File: config.mk
export PLATFORM = sky130hd
export DESIGN_NAME = sos_device_end_flat
export DESIGN_NICKNAME = d
export VERILOG_FILES = /design/src/include/sos_pkg.sv /design/src/include/sos_link_if.sv /design/src/design/sos_settle_counter.sv /design/src/design/sos_device_end.sv /design/src/flat_wrapper.sv
export SDC_FILE = /design/constraint.sdc
export NUM_CORES = 1
export LEC_CHECK = 0
export BUFFER_PORTS_ARGS = -buffer_cell sky130_fd_sc_hd__clkbuf_2
export CAP_MARGIN = 0
export CORE_ASPECT_RATIO = 0.75
export CORE_UTILIZATION = 40
export CTS_BUF_LIST = sky130_fd_sc_hd__clkbuf_8 sky130_fd_sc_hd__clkbuf_16
export DETAILED_ROUTE_END_ITERATION = 10
export GPL_TIMING_DRIVEN = 0
export PLACE_DENSITY = 0.61
export RECOVER_POWER = 100
export REMOVE_ABC_BUFFERS = 1
export SLEW_MARGIN = 20
export SYNTH_ARGS = -nofsm -noshare
export SYNTH_HDL_FRONTEND = slang
export SYNTH_SLANG_ARGS = --single-unit
File: constraint.sdc
create_clock -name pclk -period 3.2 [get_ports pclk]
set_input_delay 0.32 -clock pclk [delete_from_list [all_inputs] [get_ports pclk]]
set_output_delay 0.32 -clock pclk [all_outputs]
set_load 0.02 [all_outputs]
File: src/include/sos_pkg.sv
// Shared constants, types and helpers for the standby oscillation stabilizer
package sos_pkg;
  localparam logic [15:0] SETTLE_STATUS_ADDR = 16'hffa3;
  localparam logic [15:0] SETTLE_SELECT_ADDR = 16'hffa4;
  localparam logic [7:0]  SETTLE_STATUS_RST  = 8'h00;
  localparam logic [2:0]  SETTLE_SELECT_RST  = 3'h5;
  localparam int          CNT_W              = 17;
  localparam int          LS_HOLD_PERIODS    = 21;
  localparam logic [4:0]  STEP_EXP [5]       = '{5'h10, 5'h0f, 5'h0e, 5'h0d, 5'h0b};
  // Host register map on APB
  localparam logic [7:0]  HOST_CMD_OFF       = 8'h00;
  localparam logic [7:0]  HOST_CTRL_OFF      = 8'h04;
  localparam logic [7:0]  HOST_STAT_OFF      = 8'h08;
  localparam logic [7:0]  HOST_DEV_STS_OFF   = 8'h10;
  localparam logic [7:0]  HOST_DEV_SEL_OFF   = 8'h14;
  localparam int          CMD_HALT_BIT       = 0;
  localparam int          CMD_STOP_BIT       = 1;
  localparam int          CMD_RST_BIT        = 2;
  localparam int          CTRL_MAIN_OFF_BIT  = 0;
  localparam int          CTRL_LS_OFF_BIT    = 1;
  localparam int          CTRL_PERIPH_BIT    = 2;
  localparam int          CTRL_SRC_LSB       = 4;
  localparam logic [5:0]  CTRL_RST           = 6'h00;

  typedef enum logic [1:0] {
    CLK_LOWSPEED    = 2'h0,
    CLK_CRYSTAL     = 2'h1,
    CLK_INTERNAL_HS = 2'h2
  } sos_clk_src_t;

  typedef enum logic [3:0] {
    ST_RUN  = 4'h1,
    ST_HALT = 4'h2,
    ST_STOP = 4'h4,
    ST_WAIT = 4'h8
  } sos_state_t;

  // Wait select code to exponent of crystal periods
  function automatic logic [4:0] sel_exp(input logic [2:0] sel);
    case (sel)
      3'h1:    sel_exp = 5'h0b;
      3'h2:    sel_exp = 5'h0d;
      3'h3:    sel_exp = 5'h0e;
      3'h4:    sel_exp = 5'h0f;
      default: sel_exp = 5'h10; // Prohibited codes fall back to longest
    endcase
  endfunction
endpackage

File: src/include/sos_link_if.sv
// Link between the CPU-side controller and the standby device
`timescale 1ns/1ns
`default_nettype none
interface sos_link_if;
  logic        halt_req;
  logic        stop_req;
  logic        rst_req;
  logic        irq;
  logic        main_osc_off;
  logic        lowspeed_osc_off;
  logic        periph_clk_source;
  logic [1:0]  cpu_clk_src;
  logic        reg_wr;
  logic        reg_rd;
  logic [15:0] reg_addr;
  logic [7:0]  reg_wdata;
  logic        reg_ack;
  logic [7:0]  reg_rdata;
  logic        cpu_clk_en;
  logic        in_halt;
  logic        in_stop;
  logic        settling;

  modport device (
    input  halt_req, stop_req, rst_req, irq, main_osc_off, lowspeed_osc_off,
    input  periph_clk_source, cpu_clk_src, reg_wr, reg_rd, reg_addr, reg_wdata,
    output reg_ack, reg_rdata, cpu_clk_en, in_halt, in_stop, settling
  );

  modport host (
    output halt_req, stop_req, rst_req, irq, main_osc_off, lowspeed_osc_off,
    output periph_clk_source, cpu_clk_src, reg_wr, reg_rd, reg_addr, reg_wdata,
    input  reg_ack, reg_rdata, cpu_clk_en, in_halt, in_stop, settling
  );
endinterface
`default_nettype wire

File: src/design/sos_settle_counter.sv
// Crystal stabilization counter with sticky step status
`timescale 1ns/1ns
`default_nettype none
module sos_settle_counter #(
  parameter int unsigned EXP_TRIM = 0
) (
  input  wire logic       pclk,
  input  wire logic       presetn,
  input  wire logic       clear,
  input  wire logic       start,
  input  wire logic       x1_tick,
  input  wire logic [2:0] sel,
  output logic [4:0]      status,
  output logic            busy,
  output logic            done
);
  import sos_pkg::*;

  logic [CNT_W-1:0] cnt_reg;
  logic             run_reg;
  logic [4:0]       status_reg;
  logic             done_reg;
  logic [4:0]       hit;

  wire  [4:0]       goal_exp = sel_exp(sel) - 5'(EXP_TRIM);
  wire  [CNT_W-1:0] goal_cnt = CNT_W'(1) << goal_exp;
  wire  [CNT_W-1:0] cnt_next = cnt_reg + CNT_W'(1);
  // Ticks only arrive once the crystal oscillates
  wire              step     = run_reg && x1_tick;
  wire              reached  = step && (cnt_next == goal_cnt);

  // Thresholds beyond the goal are never passed, so those bits stay clear
  always_comb begin
    for (int i = 0; i < 5; i++) begin
      hit[i] = step && (cnt_next == (CNT_W'(1) << (STEP_EXP[i] - 5'(EXP_TRIM))));
    end
  end

  always_ff @(posedge pclk or negedge presetn) begin
    if (!presetn) begin
      cnt_reg <= '0;
      run_reg <= 1'b0;
      done_reg <= 1'b0;
    end else if (start) begin
      cnt_reg <= '0;
      run_reg <= 1'b1;
      done_reg <= 1'b0;
    end else if (clear) begin
      cnt_reg <= '0;
      run_reg <= 1'b0;
      done_reg <= 1'b0;
    end else if (step) begin
      cnt_reg <= cnt_next;
      run_reg <= !reached;
      done_reg <= reached;
    end else begin
      done_reg <= 1'b0;
    end
  end

  always_ff @(posedge pclk or negedge presetn) begin
    if (!presetn) begin
      status_reg <= 5'h00;
    end else if (clear) begin
      status_reg <= 5'h00;
    end else begin
      status_reg <= status_reg | hit;
    end
  end

  assign status = status_reg;
  assign busy   = run_reg;
  assign done   = done_reg;
endmodule
`default_nettype wire

File: src/design/sos_device_end.sv
// Standby controller: halt and stop modes with oscillator settle timing
//
// Register access over APB was chosen for this implementation.
`timescale 1ns/1ns
`default_nettype none
module sos_device_end #(
  parameter int unsigned EXP_TRIM     = 0,
  parameter int unsigned LS_HOLD      = 21
) (
  input  wire logic   pclk,
  input  wire logic   presetn,
  sos_link_if.device  link,
  input  wire logic   x1_tick,
  input  wire logic   ls_tick,
  input  wire logic   hs_is_internal,
  input  wire logic   lowspeed_can_stop,
  output logic        hs_osc_en,
  output logic        ls_osc_en,
  output logic        periph_clk_en,
  output logic        periph_clk_sel,
  output logic        hold_latches
);
  import sos_pkg::*;

  sos_state_t   state_reg;
  sos_state_t   state_next;
  sos_clk_src_t src_reg;
  logic [2:0]   select_reg;
  logic         boot_reg;
  logic [4:0]   ls_cnt_reg;
  logic         cpu_en_reg;
  logic         hs_en_reg;
  logic         ls_en_reg;
  logic         per_en_reg;
  logic         per_sel_reg;
  logic         hold_reg;
  logic         halt_flag_reg;
  logic         ack_reg;
  logic [7:0]   rdata_reg;
  logic [4:0]   settle_status;
  logic         settle_busy;
  logic         settle_done;

  wire sos_clk_src_t cur_src = sos_clk_src_t'(link.cpu_clk_src);
  wire in_run     = (state_reg == ST_RUN);
  wire enter_halt = in_run && link.halt_req;
  wire enter_stop = in_run && link.stop_req && !link.halt_req;
  wire stop_wake  = (state_reg == ST_STOP) && link.irq;
  wire ls_hold_end = (ls_cnt_reg == 5'(LS_HOLD - 1)) && ls_tick;
  wire sel_hit    = (link.reg_addr == SETTLE_SELECT_ADDR);
  wire sts_hit    = (link.reg_addr == SETTLE_STATUS_ADDR);
  // CPU is stopped in standby, so writes there cannot be genuine
  wire sel_wr     = link.reg_wr && sel_hit && in_run;
  // Reset release also starts the settle counter
  wire settle_start = !hs_is_internal &&
                      (boot_reg || link.rst_req || stop_wake);
  wire settle_clear = enter_stop || link.main_osc_off || link.rst_req;
  wire src_is_ls  = (state_reg == ST_RUN) ? (cur_src == CLK_LOWSPEED) : (src_reg == CLK_LOWSPEED);
  // Low-speed stop request honoured only when the option permits it
  wire ls_off_req = link.lowspeed_osc_off && lowspeed_can_stop && !src_is_ls;

  sos_settle_counter #(
    .EXP_TRIM (EXP_TRIM)
  ) u_settle (
    .pclk    (pclk),
    .presetn (presetn),
    .clear   (settle_clear),
    .start   (settle_start),
    .x1_tick (x1_tick),
    .sel     (select_reg),
    .status  (settle_status),
    .busy    (settle_busy),
    .done    (settle_done)
  );

  always_comb begin
    state_next = state_reg;
    if (link.rst_req) begin
      state_next = ST_RUN;
    end else begin
      unique case (state_reg)
        ST_RUN: begin
          if (enter_halt) begin
            state_next = ST_HALT;
          end else if (enter_stop) begin
            state_next = ST_STOP;
          end
        end
        ST_HALT: begin
          if (link.irq) begin
            state_next = ST_RUN;
          end
        end
        ST_STOP: begin
          if (link.irq) begin
            // Internal high-speed source: software times its own wait
            state_next = (src_reg == CLK_INTERNAL_HS) ? ST_RUN : ST_WAIT;
          end
        end
        ST_WAIT: begin
          if (src_reg == CLK_CRYSTAL && settle_done) begin
            state_next = ST_RUN;
          end else if (src_reg == CLK_LOWSPEED && ls_hold_end) begin
            state_next = ST_RUN;
          end
        end
      endcase
    end
  end

  always_ff @(posedge pclk or negedge presetn) begin
    if (!presetn) begin
      state_reg <= ST_RUN;
    end else begin
      state_reg <= state_next;
    end
  end

  always_ff @(posedge pclk or negedge presetn) begin
    if (!presetn) begin
      boot_reg <= 1'b1;
    end else begin
      boot_reg <= 1'b0;
    end
  end

  // Clock in use at entry is the one restored on exit
  always_ff @(posedge pclk or negedge presetn) begin
    if (!presetn) begin
      src_reg <= CLK_LOWSPEED;
    end else if (link.rst_req) begin
      src_reg <= CLK_LOWSPEED;
    end else if (enter_halt || enter_stop) begin
      src_reg <= cur_src;
    end
  end

  always_ff @(posedge pclk or negedge presetn) begin
    if (!presetn) begin
      ls_cnt_reg <= 5'h00;
    end else if (state_reg != ST_WAIT) begin
      ls_cnt_reg <= 5'h00;
    end else if (ls_tick) begin
      ls_cnt_reg <= ls_cnt_reg + 5'h01;
    end
  end

  always_ff @(posedge pclk or negedge presetn) begin
    if (!presetn) begin
      select_reg <= SETTLE_SELECT_RST;
    end else if (link.rst_req) begin
      select_reg <= SETTLE_SELECT_RST;
    end else if (sel_wr) begin
      select_reg <= link.reg_wdata[2:0];
    end
  end

  // CPU clock only while running; held through the wait
  always_ff @(posedge pclk or negedge presetn) begin
    if (!presetn) begin
      cpu_en_reg <= 1'b0;
    end else begin
      cpu_en_reg <= (state_next == ST_RUN);
    end
  end

  // High-speed oscillator off in stop whatever clock the CPU used
  always_ff @(posedge pclk or negedge presetn) begin
    if (!presetn) begin
      hs_en_reg <= 1'b0;
    end else begin
      hs_en_reg <= !link.main_osc_off && (state_next != ST_STOP);
    end
  end

  // Low-speed state kept in stop, and started if it is the CPU clock: a running oscillator is never cut
  always_ff @(posedge pclk or negedge presetn) begin
    if (!presetn) begin
      ls_en_reg <= 1'b1;
    end else if (state_next == ST_STOP) begin
      ls_en_reg <= ls_en_reg || src_is_ls;
    end else if (state_next == ST_HALT) begin
      ls_en_reg <= ls_en_reg;
    end else begin
      ls_en_reg <= !ls_off_req;
    end
  end

  always_ff @(posedge pclk or negedge presetn) begin
    if (!presetn) begin
      per_en_reg <= 1'b0;
      per_sel_reg <= 1'b0;
    end else begin
      per_en_reg <= (state_next != ST_STOP);
      per_sel_reg <= link.periph_clk_source;
    end
  end

  // Port latches frozen whenever the CPU is not running
  always_ff @(posedge pclk or negedge presetn) begin
    if (!presetn) begin
      hold_reg <= 1'b0;
      halt_flag_reg <= 1'b0;
    end else begin
      hold_reg <= (state_next != ST_RUN);
      // Own flag, so a settle wait never reads back as halt
      halt_flag_reg <= (state_next == ST_HALT);
    end
  end

  always_ff @(posedge pclk or negedge presetn) begin
    if (!presetn) begin
      ack_reg <= 1'b0;
      rdata_reg <= 8'h00;
    end else begin
      ack_reg <= link.reg_wr || link.reg_rd;
      if (link.reg_rd) begin
        rdata_reg <= sts_hit ? {3'h0, settle_status} :
                     sel_hit ? {5'h00, select_reg} : 8'h00;
      end
    end
  end

  assign link.reg_ack    = ack_reg;
  assign link.reg_rdata  = rdata_reg;
  assign link.cpu_clk_en = cpu_en_reg;
  assign link.in_halt    = halt_flag_reg;
  assign link.in_stop    = hold_reg && !per_en_reg;
  assign link.settling   = settle_busy;
  assign hs_osc_en       = hs_en_reg;
  assign ls_osc_en       = ls_en_reg;
  assign periph_clk_en   = per_en_reg;
  assign periph_clk_sel  = per_sel_reg;
  assign hold_latches    = hold_reg;
endmodule
`default_nettype wire

File: src/flat_wrapper.sv
// flat-port wrapper written by rule: the top's interface ports become plain ports
module sos_device_end_flat import sos_pkg::*;
#(
  parameter int unsigned EXP_TRIM     = 0,
  parameter int unsigned LS_HOLD      = 21
)
  (pclk, presetn, x1_tick, ls_tick, hs_is_internal, lowspeed_can_stop, hs_osc_en, ls_osc_en, periph_clk_en, periph_clk_sel, hold_latches, link_halt_req, link_stop_req, link_rst_req, link_irq, link_main_osc_off, link_lowspeed_osc_off, link_periph_clk_source, link_cpu_clk_src, link_reg_wr, link_reg_rd, link_reg_addr, link_reg_wdata, link_reg_ack, link_reg_rdata, link_cpu_clk_en, link_in_halt, link_in_stop, link_settling);
  sos_link_if link_i ();
  input  wire logic pclk;
  input  wire logic presetn;
  input  wire logic x1_tick;
  input  wire logic ls_tick;
  input  wire logic hs_is_internal;
  input  wire logic lowspeed_can_stop;
  output logic hs_osc_en;
  output logic ls_osc_en;
  output logic periph_clk_en;
  output logic periph_clk_sel;
  output logic hold_latches;
  input wire logic [$bits(link_i.halt_req)-1:0] link_halt_req;
  input wire logic [$bits(link_i.stop_req)-1:0] link_stop_req;
  input wire logic [$bits(link_i.rst_req)-1:0] link_rst_req;
  input wire logic [$bits(link_i.irq)-1:0] link_irq;
  input wire logic [$bits(link_i.main_osc_off)-1:0] link_main_osc_off;
  input wire logic [$bits(link_i.lowspeed_osc_off)-1:0] link_lowspeed_osc_off;
  input wire logic [$bits(link_i.periph_clk_source)-1:0] link_periph_clk_source;
  input wire logic [$bits(link_i.cpu_clk_src)-1:0] link_cpu_clk_src;
  input wire logic [$bits(link_i.reg_wr)-1:0] link_reg_wr;
  input wire logic [$bits(link_i.reg_rd)-1:0] link_reg_rd;
  input wire logic [$bits(link_i.reg_addr)-1:0] link_reg_addr;
  input wire logic [$bits(link_i.reg_wdata)-1:0] link_reg_wdata;
  output wire logic [$bits(link_i.reg_ack)-1:0] link_reg_ack;
  output wire logic [$bits(link_i.reg_rdata)-1:0] link_reg_rdata;
  output wire logic [$bits(link_i.cpu_clk_en)-1:0] link_cpu_clk_en;
  output wire logic [$bits(link_i.in_halt)-1:0] link_in_halt;
  output wire logic [$bits(link_i.in_stop)-1:0] link_in_stop;
  output wire logic [$bits(link_i.settling)-1:0] link_settling;
  assign link_i.halt_req = link_halt_req;
  assign link_i.stop_req = link_stop_req;
  assign link_i.rst_req = link_rst_req;
  assign link_i.irq = link_irq;
  assign link_i.main_osc_off = link_main_osc_off;
  assign link_i.lowspeed_osc_off = link_lowspeed_osc_off;
  assign link_i.periph_clk_source = link_periph_clk_source;
  assign link_i.cpu_clk_src = link_cpu_clk_src;
  assign link_i.reg_wr = link_reg_wr;
  assign link_i.reg_rd = link_reg_rd;
  assign link_i.reg_addr = link_reg_addr;
  assign link_i.reg_wdata = link_reg_wdata;
  assign link_reg_ack = link_i.reg_ack;
  assign link_reg_rdata = link_i.reg_rdata;
  assign link_cpu_clk_en = link_i.cpu_clk_en;
  assign link_in_halt = link_i.in_halt;
  assign link_in_stop = link_i.in_stop;
  assign link_settling = link_i.settling;
  sos_device_end #(.EXP_TRIM(EXP_TRIM), .LS_HOLD(LS_HOLD)) u_core (.pclk(pclk), .presetn(presetn), .link(link_i), .x1_tick(x1_tick), .ls_tick(ls_tick), .hs_is_internal(hs_is_internal), .lowspeed_can_stop(lowspeed_can_stop), .hs_osc_en(hs_osc_en), .ls_osc_en(ls_osc_en), .periph_clk_en(periph_clk_en), .periph_clk_sel(periph_clk_sel), .hold_latches(hold_latches));
endmodule
==> results.toml <==
[timing]
whs_ps = 121.0
relSlewSlack = -0.8247
setup_viol = 0
final_hold_viol_count = 0
worst_slew_pin_slew_ps = 2737
drv_slew = 53
setup_slack_ps = 394.8
min_period_ps = 2805
grt_setup_unrepaired = "false"
fmaxAchievable_mhz = 356.5
post-route-period-util = 0.8766
fin_tns_setup_ps = 0
fin_skew_ps = 9.780

[synth]
ys_async_sr_fraction = 1.000
synth.area.top_cells = "dfrtp_1, nor2_1, xnor2_1"
synthTopCellsByCount = "nor2_1, dfrtp_1, nand2_1"
synth-seq-area-share = 0.4173
ys_ff_latch = 52
yosys.area.top_type_share = 0.3754
postSynthCellCount = 340
yosys.cell_types.count = 68
yosys.area.top_type = "dfrtp_1"
yosysWarnings = 0
synth-edff-count = 0
synth.most_common_cell = "nor2_1"
avgSynthCellArea_um2 = 9.215
synthFlopType = "dfrtp_1"
synthesis.area_mm2 = 0.003133

[hold_path]
hp-class = "in2reg"
min_path_cells = 1
hold-path-endpoint = "u_core.periph_clk_sel$_DFF_PN0_"
hold_path.startpoint = "link_periph_clk_source"

[outcome]
status = "finished with violations"
violations = "capacitance limit, slew limit"

[drt]
drc = 0
initialDrtViolationCount = 175
firstDrtPassIters = 5
wl_per_cell_um = 14.61
viasPerCell = 5.463
drtAntennaViolNets = 0
routed_wl_um = 6996
vias = 2617

[global_route]
met1_usage = 0.2899
grt-ovfl-total = 0
grt_pass1_vias = 2376
met2_usage = 0.2540
grtUsageMet3 = 0.03073
grt_max_degree = 53
grt_pass1_wl_um = 11940
busiest_layer = "met1"
grt_usage = 0.1844
antenna_found_initial = 0

[critical_path]
reg2reg_depth = 6
worstPathMaxFanout = 12
cp.buffers_inverters = 0
cp_slowest_cell = "nor4b_1"
critPathLaunch = "u_core.state_reg[2]$_DFF_PN0_"
critical_path.max_stage_delay_ps = 900
reg2reg_to = "u_core.ls_osc_en$_DFFE_PN1P_"
worstSetupStartpointType = "flop"
crit_path_cell_trace = "nor4b_1 > o21a_1 > a21oi_1 > nor3_1 > nand2b_1 > o32a_1"
crit_required_ps = 3450
reg2reg_slack_ps = 390
arrival_ps = 3060
worstSetupPathType = "reg2reg"
cp_top_family = "simple AND/OR/NAND/NOR gates"
timing.rr.start = "u_core.state_reg[2]$_DFF_PN0_"
endpoint_kind = "flop"

[clocking]
clock_path_buffers = 2
cts_tree = "yes"
root_buffer = "clkbuf_8"
path_clk_slew_ps = 100
hold_buffers = 0
cts_setup_buffers = 0
numCtsBuffers = 5
h-tree-depth = 2
cts.sinks = 52
cts_resized = 0
clk_latency_ps = 310

[placement]
dp_hpwl_um = 5258
place_ws_ps = 488.2
routabilityCongestion = 0.7932
portBuffers = 50

[layout]
diodes = 0
drive_gt1_frac = 0.1614
largest_reg_flops = 17
finish.utilization = 0.4667
areaGrowthSynthToFinish_pct = 11.22
final_nets = 422

[die]
die_w_um = 104.2
start_util = 0.4196
num_rows = 27
ios = 59
dieArea_mm2 = 0.008194
core_mm2 = 0.007466
die_h_um = 78.65

[power]
leakagePower_nw = 1.441
powerDensity_mw_per_mm2 = 402.2
ir_worst_vdd_mv = 0.1942

[run]
cap_violations = 1
metal layers:
metal	part of all wire	wire, um	vias up
li1	-	-	1270
met3	0.063	440	9
met4	0.012	87	0
met5	0	0	-
met1	0.52	3606	1257
met2	0.41	2861	81
report_power, final:
part / total [mW] / switching [mW] / internal (mW)
sequential: 0.735 / 0.0367 / 0.698
combinational: 0.265 / 0.169 / 0.0958
clock: 0.402 / 0.241 / 0.161
total: 1.40 / 0.446 / 0.955
kinds of logic after synthesis:
kind of cell               share of synthesized area
AOI/OAI and AO/OA                             0.1394
xor gates and xnor gates                     0.08946
adders and majority gates                    0.01598
buffers and inverters                        0.04992
DFF                                           0.4173
muxes                                        0.01917
other                                       0.001197
and+or+nand+nor                               0.2676
per-stage QoR:
step | instance area, um^2 | power (mW) | cells
2_1_floorplan | 3040 | 0.9164 | 320
3_3_place_gp | 3417 | 1.021 | 471
3_5_place_dp | 3420 | 1.022 | 471
4_1_cts | 3515 | 1.426 | 479
5_1_grt | 3485 | 1.480 | 479
6_report | 3485 | 1.402 | 479
worst max path at each step:
stage / to / slack [ps] / cells after the start
final: u_core.ls_osc_en$_DFFE_PN1P_ / 390 / 6
after CTS: u_core.u_settle.done$_DFF_PN0_ / 460 / 7
after global routing: u_core.ls_osc_en$_DFFE_PN1P_ / 110 / 6
after detailed placement: u_core.u_settle.done$_DFF_PN0_ / 490 / 7
after floorplan: u_core.u_settle.busy$_DFFE_PN0P_ / 850 / 7
after global placement: u_core.u_settle.done$_DFF_PN0_ / 490 / 7
layout make-up:
class / count / area, um^2
clock inverters: 3 / 26.28
repair buffers: 50 / 229.0
inverters: 14 / 52.55
fillers: 736 / 3981
well taps: 101 / 126.4
multi-input cells: 254 / 1674
flip-flops and latches: 52 / 1308
clock buffers: 5 / 68.82
cell usage in the layout (no fill, tap or decap), types with 6 or more instances in the layout:
| cell | n |
|---|---|
| dfrtp_1 | 47 |
| clkbuf_1 | 17 |
| mux2i_1 | 6 |
| clkbuf_2 | 33 |
| a41oi_1 | 6 |
| nor3_1 | 10 |
| nand4_1 | 8 |
| nand2_1 | 21 |
| o21ai_0 | 8 |
| nor2_1 | 48 |
| xor2_1 | 13 |
| nand3_1 | 14 |
| a21oi_1 | 14 |
| inv_1 | 14 |
| xnor2_1 | 19 |
Power figures use the tool's default switching activity.
